--- src/rtl/ivp_pkg.sv ---
/*
  Package for the interrupt vector and priority map: register offsets,
  flag bit positions, trap numbers, reset values and the vector carrier.
  Assumes a 32-bit Avalon-MM register bus with byte addresses.
*/
package ivp_pkg;

  // ----------------------------------------------------------------
  // Trap numbers and vector geometry
  // ----------------------------------------------------------------
  localparam int unsigned NUM_W = 5;
  localparam logic [4:0] NUM_RESET = 5'h00;
  localparam logic [4:0] NUM_NMI = 5'h01;
  localparam logic [4:0] NUM_SW_FIRST = 5'h02;
  localparam logic [4:0] NUM_SW_LAST = 5'h0F;
  localparam logic [4:0] NUM_HW_FIRST = 5'h10;
  localparam logic [4:0] NUM_DEF_LAST = 5'h1D;
  localparam int unsigned ENTRY_SHIFT = 2;
  localparam int unsigned TABLE_SHIFT = 7;
  localparam int unsigned ADDR_W = 16;

  // ----------------------------------------------------------------
  // Flag and mask layout
  // ----------------------------------------------------------------
  localparam int unsigned SRC_COUNT = 14;
  localparam int unsigned REG_W = 16;
  localparam logic [15:0] FLAG_IMPL = 16'h3FFF;
  localparam logic [15:0] FLAG_RST = 16'h0000;
  localparam logic [15:0] MASK_RST = 16'h0000;
  localparam logic [15:0] BASE_RST = 16'h0000;
  localparam int unsigned PIN_COUNT = 6;
  localparam int unsigned PIN_RESET = 4;
  localparam int unsigned PIN_NMI = 5;

  // ----------------------------------------------------------------
  // Register map, byte addresses
  // ----------------------------------------------------------------
  localparam int unsigned BUS_AW = 5;
  localparam logic [4:0] OFS_FLAG = 5'h00;
  localparam logic [4:0] OFS_MASK = 5'h04;
  localparam logic [4:0] OFS_BASE = 5'h08;
  localparam logic [4:0] OFS_TRAP = 5'h0C;
  localparam logic [4:0] OFS_VEC = 5'h10;
  localparam int unsigned TRAP_BIT_RESET = 0;
  localparam int unsigned TRAP_BIT_NMI = 1;
  localparam int unsigned VEC_NUM_LSB = 16;
  localparam int unsigned VEC_VALID_BIT = 31;

  // ----------------------------------------------------------------
  // Vector carrier
  // ----------------------------------------------------------------
  typedef struct packed {
    logic valid;
    logic [4:0] num;
    logic [15:0] addr;
  } ivp_vec_type;

endpackage : ivp_pkg

--- src/rtl/ivp_map.sv ---
/*
  Interrupt vector and priority map with its Avalon-MM register slave.
  Assumes one core clock, synchronous active-low reset shared with the
  core, peripheral pulses on the same clock and asynchronous pins.
*/
// Added by the designer: the address map and the Avalon-MM register port.
`timescale 1ns/1ns

module ivp_map (
  input wire logic clk_in,
  input wire logic rst_n_in,
  input wire logic reset_request_n_in,
  input wire logic nmi_n_in,
  input wire logic ext_user_irq_a_n_in,
  input wire logic ext_user_irq_b_n_in,
  input wire logic ext_user_irq_c_n_in,
  input wire logic ext_user_irq_d_n_in,
  input wire logic timer_irq_in,
  input wire logic serial_port_a_rx_irq_in,
  input wire logic serial_port_a_tx_irq_in,
  input wire logic serial_port_b_rx_irq_in,
  input wire logic serial_port_b_tx_irq_in,
  input wire logic serial_port_c_rx_irq_in,
  input wire logic serial_port_c_tx_irq_in,
  input wire logic host_port_irq_in,
  input wire logic dma_chan_e_irq_in,
  input wire logic dma_chan_f_irq_in,
  input wire logic core_irq_ack_in,
  input wire logic core_trap_req_in,
  input wire logic [4:0] core_trap_num_in,
  output logic core_irq_req_out,
  output logic [4:0] core_vec_num_out,
  output logic [15:0] core_vec_addr_out,
  output logic [15:0] core_trap_addr_out,
  output logic core_trap_bad_out,
  output logic core_trap_done_out,
  output logic irq_out,
  input wire logic [4:0] avs_address_in,
  input wire logic avs_read_in,
  input wire logic avs_write_in,
  input wire logic [31:0] avs_writedata_in,
  input wire logic [3:0] avs_byteenable_in,
  output logic [31:0] avs_readdata_out,
  output logic avs_waitrequest_out
);

  // ----------------------------------------------------------------
  // Declarations
  // ----------------------------------------------------------------
  localparam int unsigned NW = ivp_pkg::NUM_W;
  localparam int unsigned AW = ivp_pkg::ADDR_W;
  localparam int unsigned RW = ivp_pkg::REG_W;
  localparam int unsigned SC = ivp_pkg::SRC_COUNT;
  localparam int unsigned PC = ivp_pkg::PIN_COUNT;
  localparam int unsigned TS = ivp_pkg::TABLE_SHIFT;

  logic [PC-1:0] pin_meta_r;
  logic [PC-1:0] pin_sync_r;
  logic [PC-1:0] pin_prev_r;
  logic [PC-1:0] pin_fall;
  logic [PC-1:0] pin_raw;

  logic [RW-1:0] flag_r;
  logic [RW-1:0] flag_nxt;
  logic [RW-1:0] mask_r;
  logic [RW-1:0] mask_nxt;
  logic [AW-1:0] base_r;
  logic [AW-1:0] base_nxt;
  logic reset_pend_r;
  logic reset_pend_nxt;
  logic nmi_pend_r;
  logic nmi_pend_nxt;

  logic [RW-1:0] src_set;
  logic [RW-1:0] flag_clr;
  logic [RW-1:0] ack_clr;
  logic [RW-1:0] live;
  logic [RW-1:0] lane_mask;
  logic any_live;
  logic [NW-1:0] live_num;

  ivp_pkg::ivp_vec_type sel;
  ivp_pkg::ivp_vec_type vec_r;

  logic bus_ack_r;
  logic bus_req;
  logic wr_take;
  logic rd_take;
  logic sel_flag;
  logic sel_mask;
  logic sel_base;
  logic sel_trap;
  logic sel_vec;
  logic [31:0] rd_mux;
  logic [31:0] rdata_r;

  logic soft_reset_trap;
  logic soft_trap_sixteen;
  logic ack_reset;
  logic ack_nmi;
  logic ack_hw;

  logic [AW-1:0] trap_addr_r;
  logic trap_bad_r;
  logic trap_done_r;
  logic trap_bad;

  // ----------------------------------------------------------------
  // Pin synchronisers
  // ----------------------------------------------------------------
  // Pins are active low; an interrupt is a falling edge on the pin.
  assign pin_raw = {nmi_n_in,
                    reset_request_n_in,
                    ext_user_irq_d_n_in,
                    ext_user_irq_c_n_in,
                    ext_user_irq_b_n_in,
                    ext_user_irq_a_n_in};

  always_ff @(posedge clk_in) begin
    if (!rst_n_in) begin
      pin_meta_r <= '1;
      pin_sync_r <= '1;
      pin_prev_r <= '1;
    end else begin
      pin_meta_r <= pin_raw;
      pin_sync_r <= pin_meta_r;
      pin_prev_r <= pin_sync_r;
    end
  end

  // Edge detection reads only the second and third stages.
  assign pin_fall = pin_prev_r & ~pin_sync_r;

  // ----------------------------------------------------------------
  // Source to flag bit map
  // ----------------------------------------------------------------
  // Software-only numbers have no source bit.
  // Shared layout, sources ascend from bit 0.
  assign src_set[0] = pin_fall[0];
  assign src_set[1] = pin_fall[1];
  assign src_set[2] = pin_fall[2];
  assign src_set[3] = timer_irq_in;
  assign src_set[4] = serial_port_a_rx_irq_in;
  assign src_set[5] = serial_port_a_tx_irq_in;
  assign src_set[6] = serial_port_c_rx_irq_in;
  assign src_set[7] = serial_port_c_tx_irq_in;
  assign src_set[8] = pin_fall[3];
  assign src_set[9] = host_port_irq_in;
  assign src_set[10] = serial_port_b_rx_irq_in;
  assign src_set[11] = serial_port_b_tx_irq_in;
  assign src_set[12] = dma_chan_e_irq_in;
  assign src_set[13] = dma_chan_f_irq_in;
  assign src_set[RW-1:SC] = '0;

  // ----------------------------------------------------------------
  // Avalon-MM slave
  // ----------------------------------------------------------------
  // Every access takes one wait state, so read data is always a flop.
  assign bus_req = avs_read_in | avs_write_in;
  assign avs_waitrequest_out = bus_req & ~bus_ack_r;
  assign wr_take = avs_write_in & bus_ack_r;
  assign rd_take = avs_read_in & ~bus_ack_r;

  assign sel_flag = (avs_address_in == ivp_pkg::OFS_FLAG);
  assign sel_mask = (avs_address_in == ivp_pkg::OFS_MASK);
  assign sel_base = (avs_address_in == ivp_pkg::OFS_BASE);
  assign sel_trap = (avs_address_in == ivp_pkg::OFS_TRAP);
  assign sel_vec = (avs_address_in == ivp_pkg::OFS_VEC);

  assign lane_mask = {{8{avs_byteenable_in[1]}}, {8{avs_byteenable_in[0]}}};

  // Unmapped addresses read zero and ignore writes.
  assign rd_mux = sel_flag ? {16'h0000, flag_r} :
                  sel_mask ? {16'h0000, mask_r} :
                  sel_base ? {16'h0000, base_r} :
                  sel_trap ? {30'h00000000, nmi_pend_r, reset_pend_r} :
                  sel_vec ? {vec_r.valid, 10'h000, vec_r.num, vec_r.addr} :
                  32'h00000000;

  always_ff @(posedge clk_in) begin
    if (!rst_n_in) begin
      bus_ack_r <= 1'b0;
      rdata_r <= 32'h00000000;
    end else begin
      bus_ack_r <= bus_req & ~bus_ack_r;
      rdata_r <= rd_take ? rd_mux : rdata_r;
    end
  end

  assign avs_readdata_out = rdata_r;

  // ----------------------------------------------------------------
  // Flag, mask and base registers
  // ----------------------------------------------------------------
  assign soft_reset_trap = wr_take & sel_trap & avs_byteenable_in[0]
                           & avs_writedata_in[ivp_pkg::TRAP_BIT_RESET];
  assign soft_trap_sixteen = wr_take & sel_trap & avs_byteenable_in[0]
                             & avs_writedata_in[ivp_pkg::TRAP_BIT_NMI];

  // Writing a one clears a flag; a new event in the same cycle wins.
  assign flag_clr = (wr_take & sel_flag) ?
                    (avs_writedata_in[RW-1:0] & lane_mask) : '0;

  // Reserved bits hold zero in both registers.
  assign flag_nxt = ((flag_r & ~(flag_clr | ack_clr)) | src_set)
                    & ivp_pkg::FLAG_IMPL;

  assign mask_nxt = (wr_take & sel_mask) ?
                    (((mask_r & ~lane_mask) | (avs_writedata_in[RW-1:0] & lane_mask))
                     & ivp_pkg::FLAG_IMPL) : mask_r;

  // Base aligned to one whole table.
  assign base_nxt = (wr_take & sel_base) ?
                    {((base_r[AW-1:8] & ~{8{avs_byteenable_in[1]}})
                      | (avs_writedata_in[AW-1:8] & {8{avs_byteenable_in[1]}})),
                     (avs_byteenable_in[0] ? avs_writedata_in[7:TS] : base_r[7:TS]),
                     {TS{1'b0}}} : base_r;

  // Reset and nonmaskable pend apart from the flags.
  assign reset_pend_nxt = (reset_pend_r & ~ack_reset)
                          | pin_fall[ivp_pkg::PIN_RESET] | soft_reset_trap;
  assign nmi_pend_nxt = (nmi_pend_r & ~ack_nmi)
                        | pin_fall[ivp_pkg::PIN_NMI] | soft_trap_sixteen;

  always_ff @(posedge clk_in) begin
    if (!rst_n_in) begin
      flag_r <= ivp_pkg::FLAG_RST;
      mask_r <= ivp_pkg::MASK_RST;
      base_r <= ivp_pkg::BASE_RST;
      reset_pend_r <= 1'b0;
      nmi_pend_r <= 1'b0;
    end else begin
      flag_r <= flag_nxt;
      mask_r <= mask_nxt;
      base_r <= base_nxt;
      reset_pend_r <= reset_pend_nxt;
      nmi_pend_r <= nmi_pend_nxt;
    end
  end

  // ----------------------------------------------------------------
  // Priority selection
  // ----------------------------------------------------------------
  // Mask gates only the flag sources.
  assign live = flag_r & mask_r;
  assign any_live = |live;

  // Bit order equals priority order, so the lowest bit wins.
  // Smallest priority number first.
  always_comb begin
    live_num = ivp_pkg::NUM_HW_FIRST;
    for (int i = SC - 1; i >= 0; i--) begin
      if (live[i]) begin
        // Bit index plus sixteen gives the number.
        live_num = ivp_pkg::NUM_HW_FIRST + NW'(i);
      end
    end
  end

  // Reset outranks nonmaskable, both outrank the rest.
  always_comb begin
    sel.valid = reset_pend_r | nmi_pend_r | any_live;
    if (reset_pend_r) begin
      sel.num = ivp_pkg::NUM_RESET;
    end else if (nmi_pend_r) begin
      sel.num = ivp_pkg::NUM_NMI;
    end else begin
      sel.num = live_num;
    end
    // Four words per entry above the base.
    sel.addr = {base_r[AW-1:TS], sel.num, {ivp_pkg::ENTRY_SHIFT{1'b0}}};
  end

  // ----------------------------------------------------------------
  // Core vector port
  // ----------------------------------------------------------------
  // The acknowledge retires whatever the core was shown, even if a
  // higher source arrived in the same cycle; that one is shown next.
  assign ack_reset = core_irq_ack_in & vec_r.valid
                     & (vec_r.num == ivp_pkg::NUM_RESET);
  assign ack_nmi = core_irq_ack_in & vec_r.valid
                   & (vec_r.num == ivp_pkg::NUM_NMI);
  assign ack_hw = core_irq_ack_in & vec_r.valid
                  & (vec_r.num >= ivp_pkg::NUM_HW_FIRST);

  // Numbers up to 29 map back onto flag bits 0 to 13.
  always_comb begin
    ack_clr = '0;
    if (ack_hw) begin
      ack_clr[4'(vec_r.num - ivp_pkg::NUM_HW_FIRST)] = 1'b1;
    end
  end

  // The shown vector drops for one cycle after an acknowledge so the
  // core never sees a retired entry twice.
  // An idle port shows all zeros, never a stale number or address.
  always_ff @(posedge clk_in) begin
    if (!rst_n_in) begin
      vec_r <= '0;
    end else if (core_irq_ack_in || !sel.valid) begin
      vec_r <= '0;
    end else begin
      vec_r <= sel;
    end
  end

  assign core_irq_req_out = vec_r.valid;
  assign core_vec_num_out = vec_r.num;
  assign core_vec_addr_out = vec_r.addr;
  assign irq_out = any_live;

  // ----------------------------------------------------------------
  // Software trap lookup
  // ----------------------------------------------------------------
  // Numbers 30 and 31 are reserved.
  assign trap_bad = (core_trap_num_in > ivp_pkg::NUM_DEF_LAST);

  // Software traps carry no priority and bypass the flags.
  always_ff @(posedge clk_in) begin
    if (!rst_n_in) begin
      trap_addr_r <= '0;
      trap_bad_r <= 1'b0;
      trap_done_r <= 1'b0;
    end else begin
      trap_done_r <= core_trap_req_in;
      if (core_trap_req_in) begin
        trap_addr_r <= {base_r[AW-1:TS], core_trap_num_in,
                        {ivp_pkg::ENTRY_SHIFT{1'b0}}};
        trap_bad_r <= trap_bad;
      end
    end
  end

  assign core_trap_addr_out = trap_addr_r;
  assign core_trap_bad_out = trap_bad_r;
  assign core_trap_done_out = trap_done_r;

  // ----------------------------------------------------------------
  // Fixed map notes
  // ----------------------------------------------------------------
  // Bit 1, number 17, is external b.
  // Bits 2 and 3 are external c and timer.
  // Bit 4 is serial port a receive.
  // Bit 5 is serial port a transmit.
  // Bit 6 is serial port c receive.
  // Bit 7 is serial port c transmit.
  // Bits 8 and 9 are external d and host port.
  // Bit 10 is serial port b receive.
  // Bit 11 is serial port b transmit.
  // Bit 12 is DMA channel e.
  // The numbers follow from the bit positions through live_num.

endmodule : ivp_map

--- config.mk ---
export PLATFORM = sky130hd
export DESIGN_NAME = ivp_map
export DESIGN_NICKNAME = d
export VERILOG_FILES = /design/src/rtl/ivp_pkg.sv /design/src/rtl/ivp_map.sv
export SDC_FILE = /design/constraint.sdc
export NUM_CORES = 1
export LEC_CHECK = 0
export ABC_AREA = 0
export BUFFER_PORTS_ARGS = -buffer_cell sky130_fd_sc_hd__buf_2
export CORE_ASPECT_RATIO = 1.5
export CORE_MARGIN = 2
export CORE_UTILIZATION = 45
export CTS_CLUSTER_DIAMETER = 200
export CTS_CLUSTER_SIZE = 10
export DETAILED_ROUTE_END_ITERATION = 8
export GPL_ROUTABILITY_DRIVEN = 1
export GPL_TIMING_DRIVEN = 0
export PLACE_DENSITY = 0.8
export SKIP_CTS_REPAIR_TIMING = 1
export SLEW_MARGIN = 20
export SYNTH_ARGS = -nofsm -noshare
export SYNTH_HDL_FRONTEND = slang
export SYNTH_SLANG_ARGS = --single-unit
--- constraint.sdc ---
create_clock -name clk_in -period 4.9 [get_ports clk_in]
set_input_delay 0.735 -clock clk_in [delete_from_list [all_inputs] [get_ports clk_in]]
set_output_delay 0.735 -clock clk_in [all_outputs]
set_load 0.03 [all_outputs]
# Word-level counts from Yosys, hierarchy flattened
# Index checks and enable logic that the tools add are counted.
dict set report word_totals {
  regBits 128
  output_inout_bits 74
}
dict set report op_classes {
  mux 25
  n_lt_le_gt_ge 4
  reduce_logical 8
  n_eq_ne 5
  bitwise 42
  add_sub_neg 1
}
# operator n
set ops {}
lappend ops {{2-to-1 mux 32 bit} 5}
lappend ops {{2-to-1 mux 5 bit} 15}
lappend ops {{AND 14 bit} 4}
lappend ops {{bitwise OR 14 bit} 3}
lappend ops {{2-to-1 mux 14 bit} 2}
lappend ops {{inverter 14 bit} 2}
lappend ops {{AND 1 bit} 16}
lappend ops {{AND 8 bit} 2}
lappend ops {{OR reduction 16 bit} 1}
lappend ops {{equality test 5 x 4 -> 1 bit (second input constant)} 2}
lappend ops {{logical NOT 5 bit} 2}
lappend ops {{inverter 8 bit} 1}
lappend ops {{bitwise OR 8 bit} 1}
lappend ops {{bitwise OR 1 bit} 7}
lappend ops {{AND 6 bit} 1}
lappend ops {{inverter 6 bit} 1}
lappend ops {{equality test 5 x 1 -> 1 bit (second input constant)} 1}
lappend ops {{equality test 5 x 3 -> 1 bit (second input constant)} 1}
lappend ops {{equality test 5 bit (second input constant)} 1}
lappend ops {{>= comparator 5 bit (second input constant)} 1}
lappend ops {{greater-than comparator 5 bit (second input constant)} 1}
lappend ops {{less-than comparator 4 x 5 -> 1 bit (second input constant)} 1}
lappend ops {{demux 1 bit (select 4 bit)} 1}
lappend ops {{>= comparator 4 x 1 -> 1 bit (second input constant)} 1}
lappend ops {{other kinds (9)} 12}

# Depth between registers and ports, before layout
dict set report depth {
  ltp_word 17
  mapped_depth 6
  ltp_nobuf 4
}

# Worst setup path after synthesis
# Ideal clock, no wire load.
dict set report synth_timing {
  path_type {input to register}
  startpoint {input avs_address_in[4]}
  endpoint {register flag_r[12]}
  t_required_ns 4.785
  setup_ns 0.115
  t_arrival_ns 1.939
  path_slack_ns 2.847
  n_path_buf 1
  stages 5
  cell_sequence {or3_1 buf_6 nor3_1 a21oi_1 o21a_1}
}
dict set report synth_between {
  elab_chain_cells 7
}
# element line_no
set synth_lines {}
lappend synth_lines {{from (decl)} ivp_map.sv:38} ;# input wire logic [4:0] avs_address_in,
lappend synth_lines {{logical NOT 5 bit} ivp_map.sv:164} ;# assign sel_flag = (avs_address_in == ivp_pkg::OFS_FLAG);
lappend synth_lines {{AND 1 bit} ivp_map.sv:201} ;# assign flag_clr = (wr_take & sel_flag) ?
lappend synth_lines {{2-to-1 mux 14 bit} ivp_map.sv:201}
lappend synth_lines {{bitwise OR 14 bit} ivp_map.sv:205} ;# assign flag_nxt = ((flag_r & ~(flag_clr | ack_clr)) | src_set)
lappend synth_lines {{inverter 14 bit} ivp_map.sv:205}
lappend synth_lines {{AND 14 bit} ivp_map.sv:205}
lappend synth_lines {{bitwise OR 14 bit} ivp_map.sv:205}
lappend synth_lines {{to (signal assigned)} ivp_map.sv:227} ;# flag_r <= ivp_pkg::FLAG_RST;
lappend synth_lines {{to (signal assigned)} ivp_map.sv:233} ;# flag_r <= flag_nxt;
lappend synth_lines {{to (decl)} ivp_map.sv:63} ;# logic [RW-1:0] flag_r;
# No other way between the ends.
# A chain may end at the register's enable or synchronous reset.

# Worst setup path in the final report
# Ends and elaborated chain as after synthesis.

==> results.sh <==
export IMPL_cap_violations=0
export IMPL_fin_nets=703
export IMPL_coreArea_um2=10100
export IMPL_cts_made_buffers=9
export IMPL_synth_flop_cell="dfxtp_1"
export IMPL_synthAdderAreaFrac_pct=0
export IMPL_antenna_found_initial=0
export IMPL_final_cells=757
export IMPL_io_buffers=107
export IMPL_ys_types=54
export IMPL_wl_mm=13.5
export IMPL_row_count=45
export IMPL_worstPathRequired_ps=5150
export IMPL_synth_top_cell_area_share_pct=47.5
export IMPL_fin_setup_tns_ps=0
export IMPL_synthSimpleGateAreaFrac_pct=19.6
export IMPL_viasPerCell=5.64
export IMPL_power_leakage_nw=2.63
export IMPL_grt_first_pass_wirelength_mm=21.5
export IMPL_power_clock_fraction_pct=40.1
export IMPL_pwr_share_comb_pct=9.3
export IMPL_wl_per_cell_um=17.9
export IMPL_placed_cell_area_um2=5410
export IMPL_synth_mux_area_share_pct=9.36
export IMPL_ys_top_cells_by_area="dfxtp_1 48%, mux2i_1 7.9%, nand2b_1 4.1%"
export IMPL_share_seq_of_total_power_pct=50.6
export IMPL_cp_arrival_ps=2660
export IMPL_synth_edff_count=0
export IMPL_netSwitchingPower_uw=476
export IMPL_mostFrequentLayoutCells="111 x dfxtp_1, 110 x buf_2, 51 x nor2_1"
export IMPL_power_density_nw_per_um2=326
export IMPL_layout_drive_gt1_share_pct=25.6
export IMPL_internal_power_mw=1.39
export IMPL_syn_area_per_cell_um2=9.28
export IMPL_path_class="primary input to flip-flop"
export IMPL_die_area_um2=11200
export IMPL_num_antenna_cells=0
export IMPL_worst_pin_slew_ps=1110
export IMPL_swShare_pct=25.5
export IMPL_drt_pass1_iterations=5
export IMPL_die_x_um=87.2
export IMPL_ir_worst_vdd_v=0.000229
export IMPL_insertion_delay_ps=350
export IMPL_ys_warnings_count=0
export IMPL_seq_area_frac_synth_pct=47.5
export IMPL_ys_seq_elements=111
export IMPL_yosysTopAreaCell="dfxtp_1"
export IMPL_drc=0
export IMPL_startpoint_type="primary input"
export IMPL_cts_tree="yes"
export IMPL_preCtsSetupSlack_ps=2250
export IMPL_totalPowerFinal_mw=1.86
export IMPL_area_growth_pct=22.2
export IMPL_utilization_pct=56.4
export IMPL_crit_path_max_incr_delay_ps=880
export IMPL_die_y_um=129
export IMPL_htreeDepth=3
export IMPL_path_clk_slew_ps=70
export IMPL_grt_use_total_pct=24.8
export IMPL_grt_pass1_vias=4243
export IMPL_mostFrequentLayoutCell="dfxtp_1"
export IMPL_gp_congestion=0.922
export IMPL_timing_hold_ws_ps=406
export IMPL_setup_violations_final=0
export IMPL_first_iter_violations=301
export IMPL_async_flop_share_pct=0
export IMPL_finalWorstPathRequiredPeriod_ps=2410
export IMPL_final_period_utilization_pct=49.2
export IMPL_grt_start_max_net_pins=20
export IMPL_synthXorXnorAreaFrac_pct=0
export IMPL_finalMaxSlewViolations=0
export IMPL_crit_slowest_cell="nor3_1"
export IMPL_critPathBufInv=2
export IMPL_overflow=0
export IMPL_cp_max_fo=6
export IMPL_start_util_pct=46.1
export IMPL_clock_root_buffer="clkbuf_16"
export IMPL_hold_viol_final=0
export IMPL_setup_ws_ps=2490
export IMPL_place_hpwl_mm=10.4
export IMPL_antenna_left=0
export IMPL_final_area_um2=5710
export IMPL_crit_family="simple AND/OR/NAND/NOR gates"
export IMPL_dp_cells=741
export IMPL_fillers=923
export IMPL_synth_top_family_by_area="simple AND/OR/NAND/NOR gates"
export IMPL_vias=4271
export IMPL_critical_path_endpoint_type="flip-flop"
export IMPL_path_cells="buf_2 > or3_1 > buf_6 > nor3_1 > a21oi_1 > o21a_1"
export IMPL_rsz0062_at_grt="false"
export IMPL_max_freq_ghz=0.415
export IMPL_clk_path_buf_depth=2
export IMPL_synth_compound_area_share_pct=16.7
export IMPL_pin_count=142
export IMPL_maxSlewHeadroom_pct=25.3
export IMPL_syn_cell_area_um2=4680
export IMPL_synthCells=504
export IMPL_cts_sinks=111
export IMPL_status="complete, no violations"
export IMPL_skew_ps=8.40
export IMPL_hp_class="flip-flop to flip-flop"
[routing by layer]
metal / part of all wire (%) / global-route usage, %
met5: 0 / 0
met4: 2.7 / 10.2
met3: 7.1 / 6.80
met2: 52 / 43.8
met1: 38 / 27.4
[cell type report]
cell class	count	area, um2	area share, %
Multi-Input combinational cell	345	2190	38.3
Inverter	15	56.3	0.986
Timing Repair Buffer	107	536	9.37
Clock inverter	7	80.1	1.40
Sequential cell	111	2220	38.9
Clock buffer	9	225	3.94
Tap cell	117	146	2.56
Buffer	46	259	4.53
[Yosys cell counts (3+ instances only)]
master    count
dfxtp_1     111
nor2_1       51
mux2i_1      37
nand2b_1     31
a21oi_1      29
nand2_1      26
nand3_1      21
buf_4        20
a22oi_1      19
clkbuf_1     19
inv_1        14
o21ai_0      14
and2_1       13
o31ai_1       9
nor3_1        7
a31oi_1       6
mux2_2        6
o21a_1        6
a21boi_0      5
a221oi_1      4
nor2b_1       4
a221o_1       3
a22o_1        3
and3_1        3
buf_1         3
buf_2         3
o41ai_1       3
[final timing paths]
| check | from | end | slack (ps) | cells after the start |
|---|---|---|---|---|
| max reg2reg | bus_ack_r | flag_r[12] | 2920 | 4 |
| min | pin_meta_r[5] | pin_sync_r[5] | 410 | 1 |
| max | avs_address_in[4] | flag_r[12] | 2490 | 6 |
| min reg2reg | pin_meta_r[5] | pin_sync_r[5] | 410 | 1 |
[logic make-up after synthesis]
family	count (synthesis)
AND/OR/NAND/NOR	174
AO/OA/AOI/OAI	114
flip-flops	111
buffers and inverters	61
multiplexers	43
other	1
[power by group through the flow]
stage	Clock, mW	Combinational (mW)	Sequential, mW
2_1_floorplan	0	0.0978	0.973
5_1_grt	0.797	0.187	0.945
6_report	0.748	0.173	0.943
4_1_cts	0.757	0.172	0.943
3_3_place_gp	0	0.168	0.963
3_5_place_dp	0	0.171	0.963
[worst reg2reg max path, delay by kind of cell, from the launching register on]
kind	cells	cell delay (ps)
AND/OR/NAND/NOR	2	1060
flip-flops	1	440
AO/OA/AOI/OAI	2	380
Power figures use the tool's default switching activity.
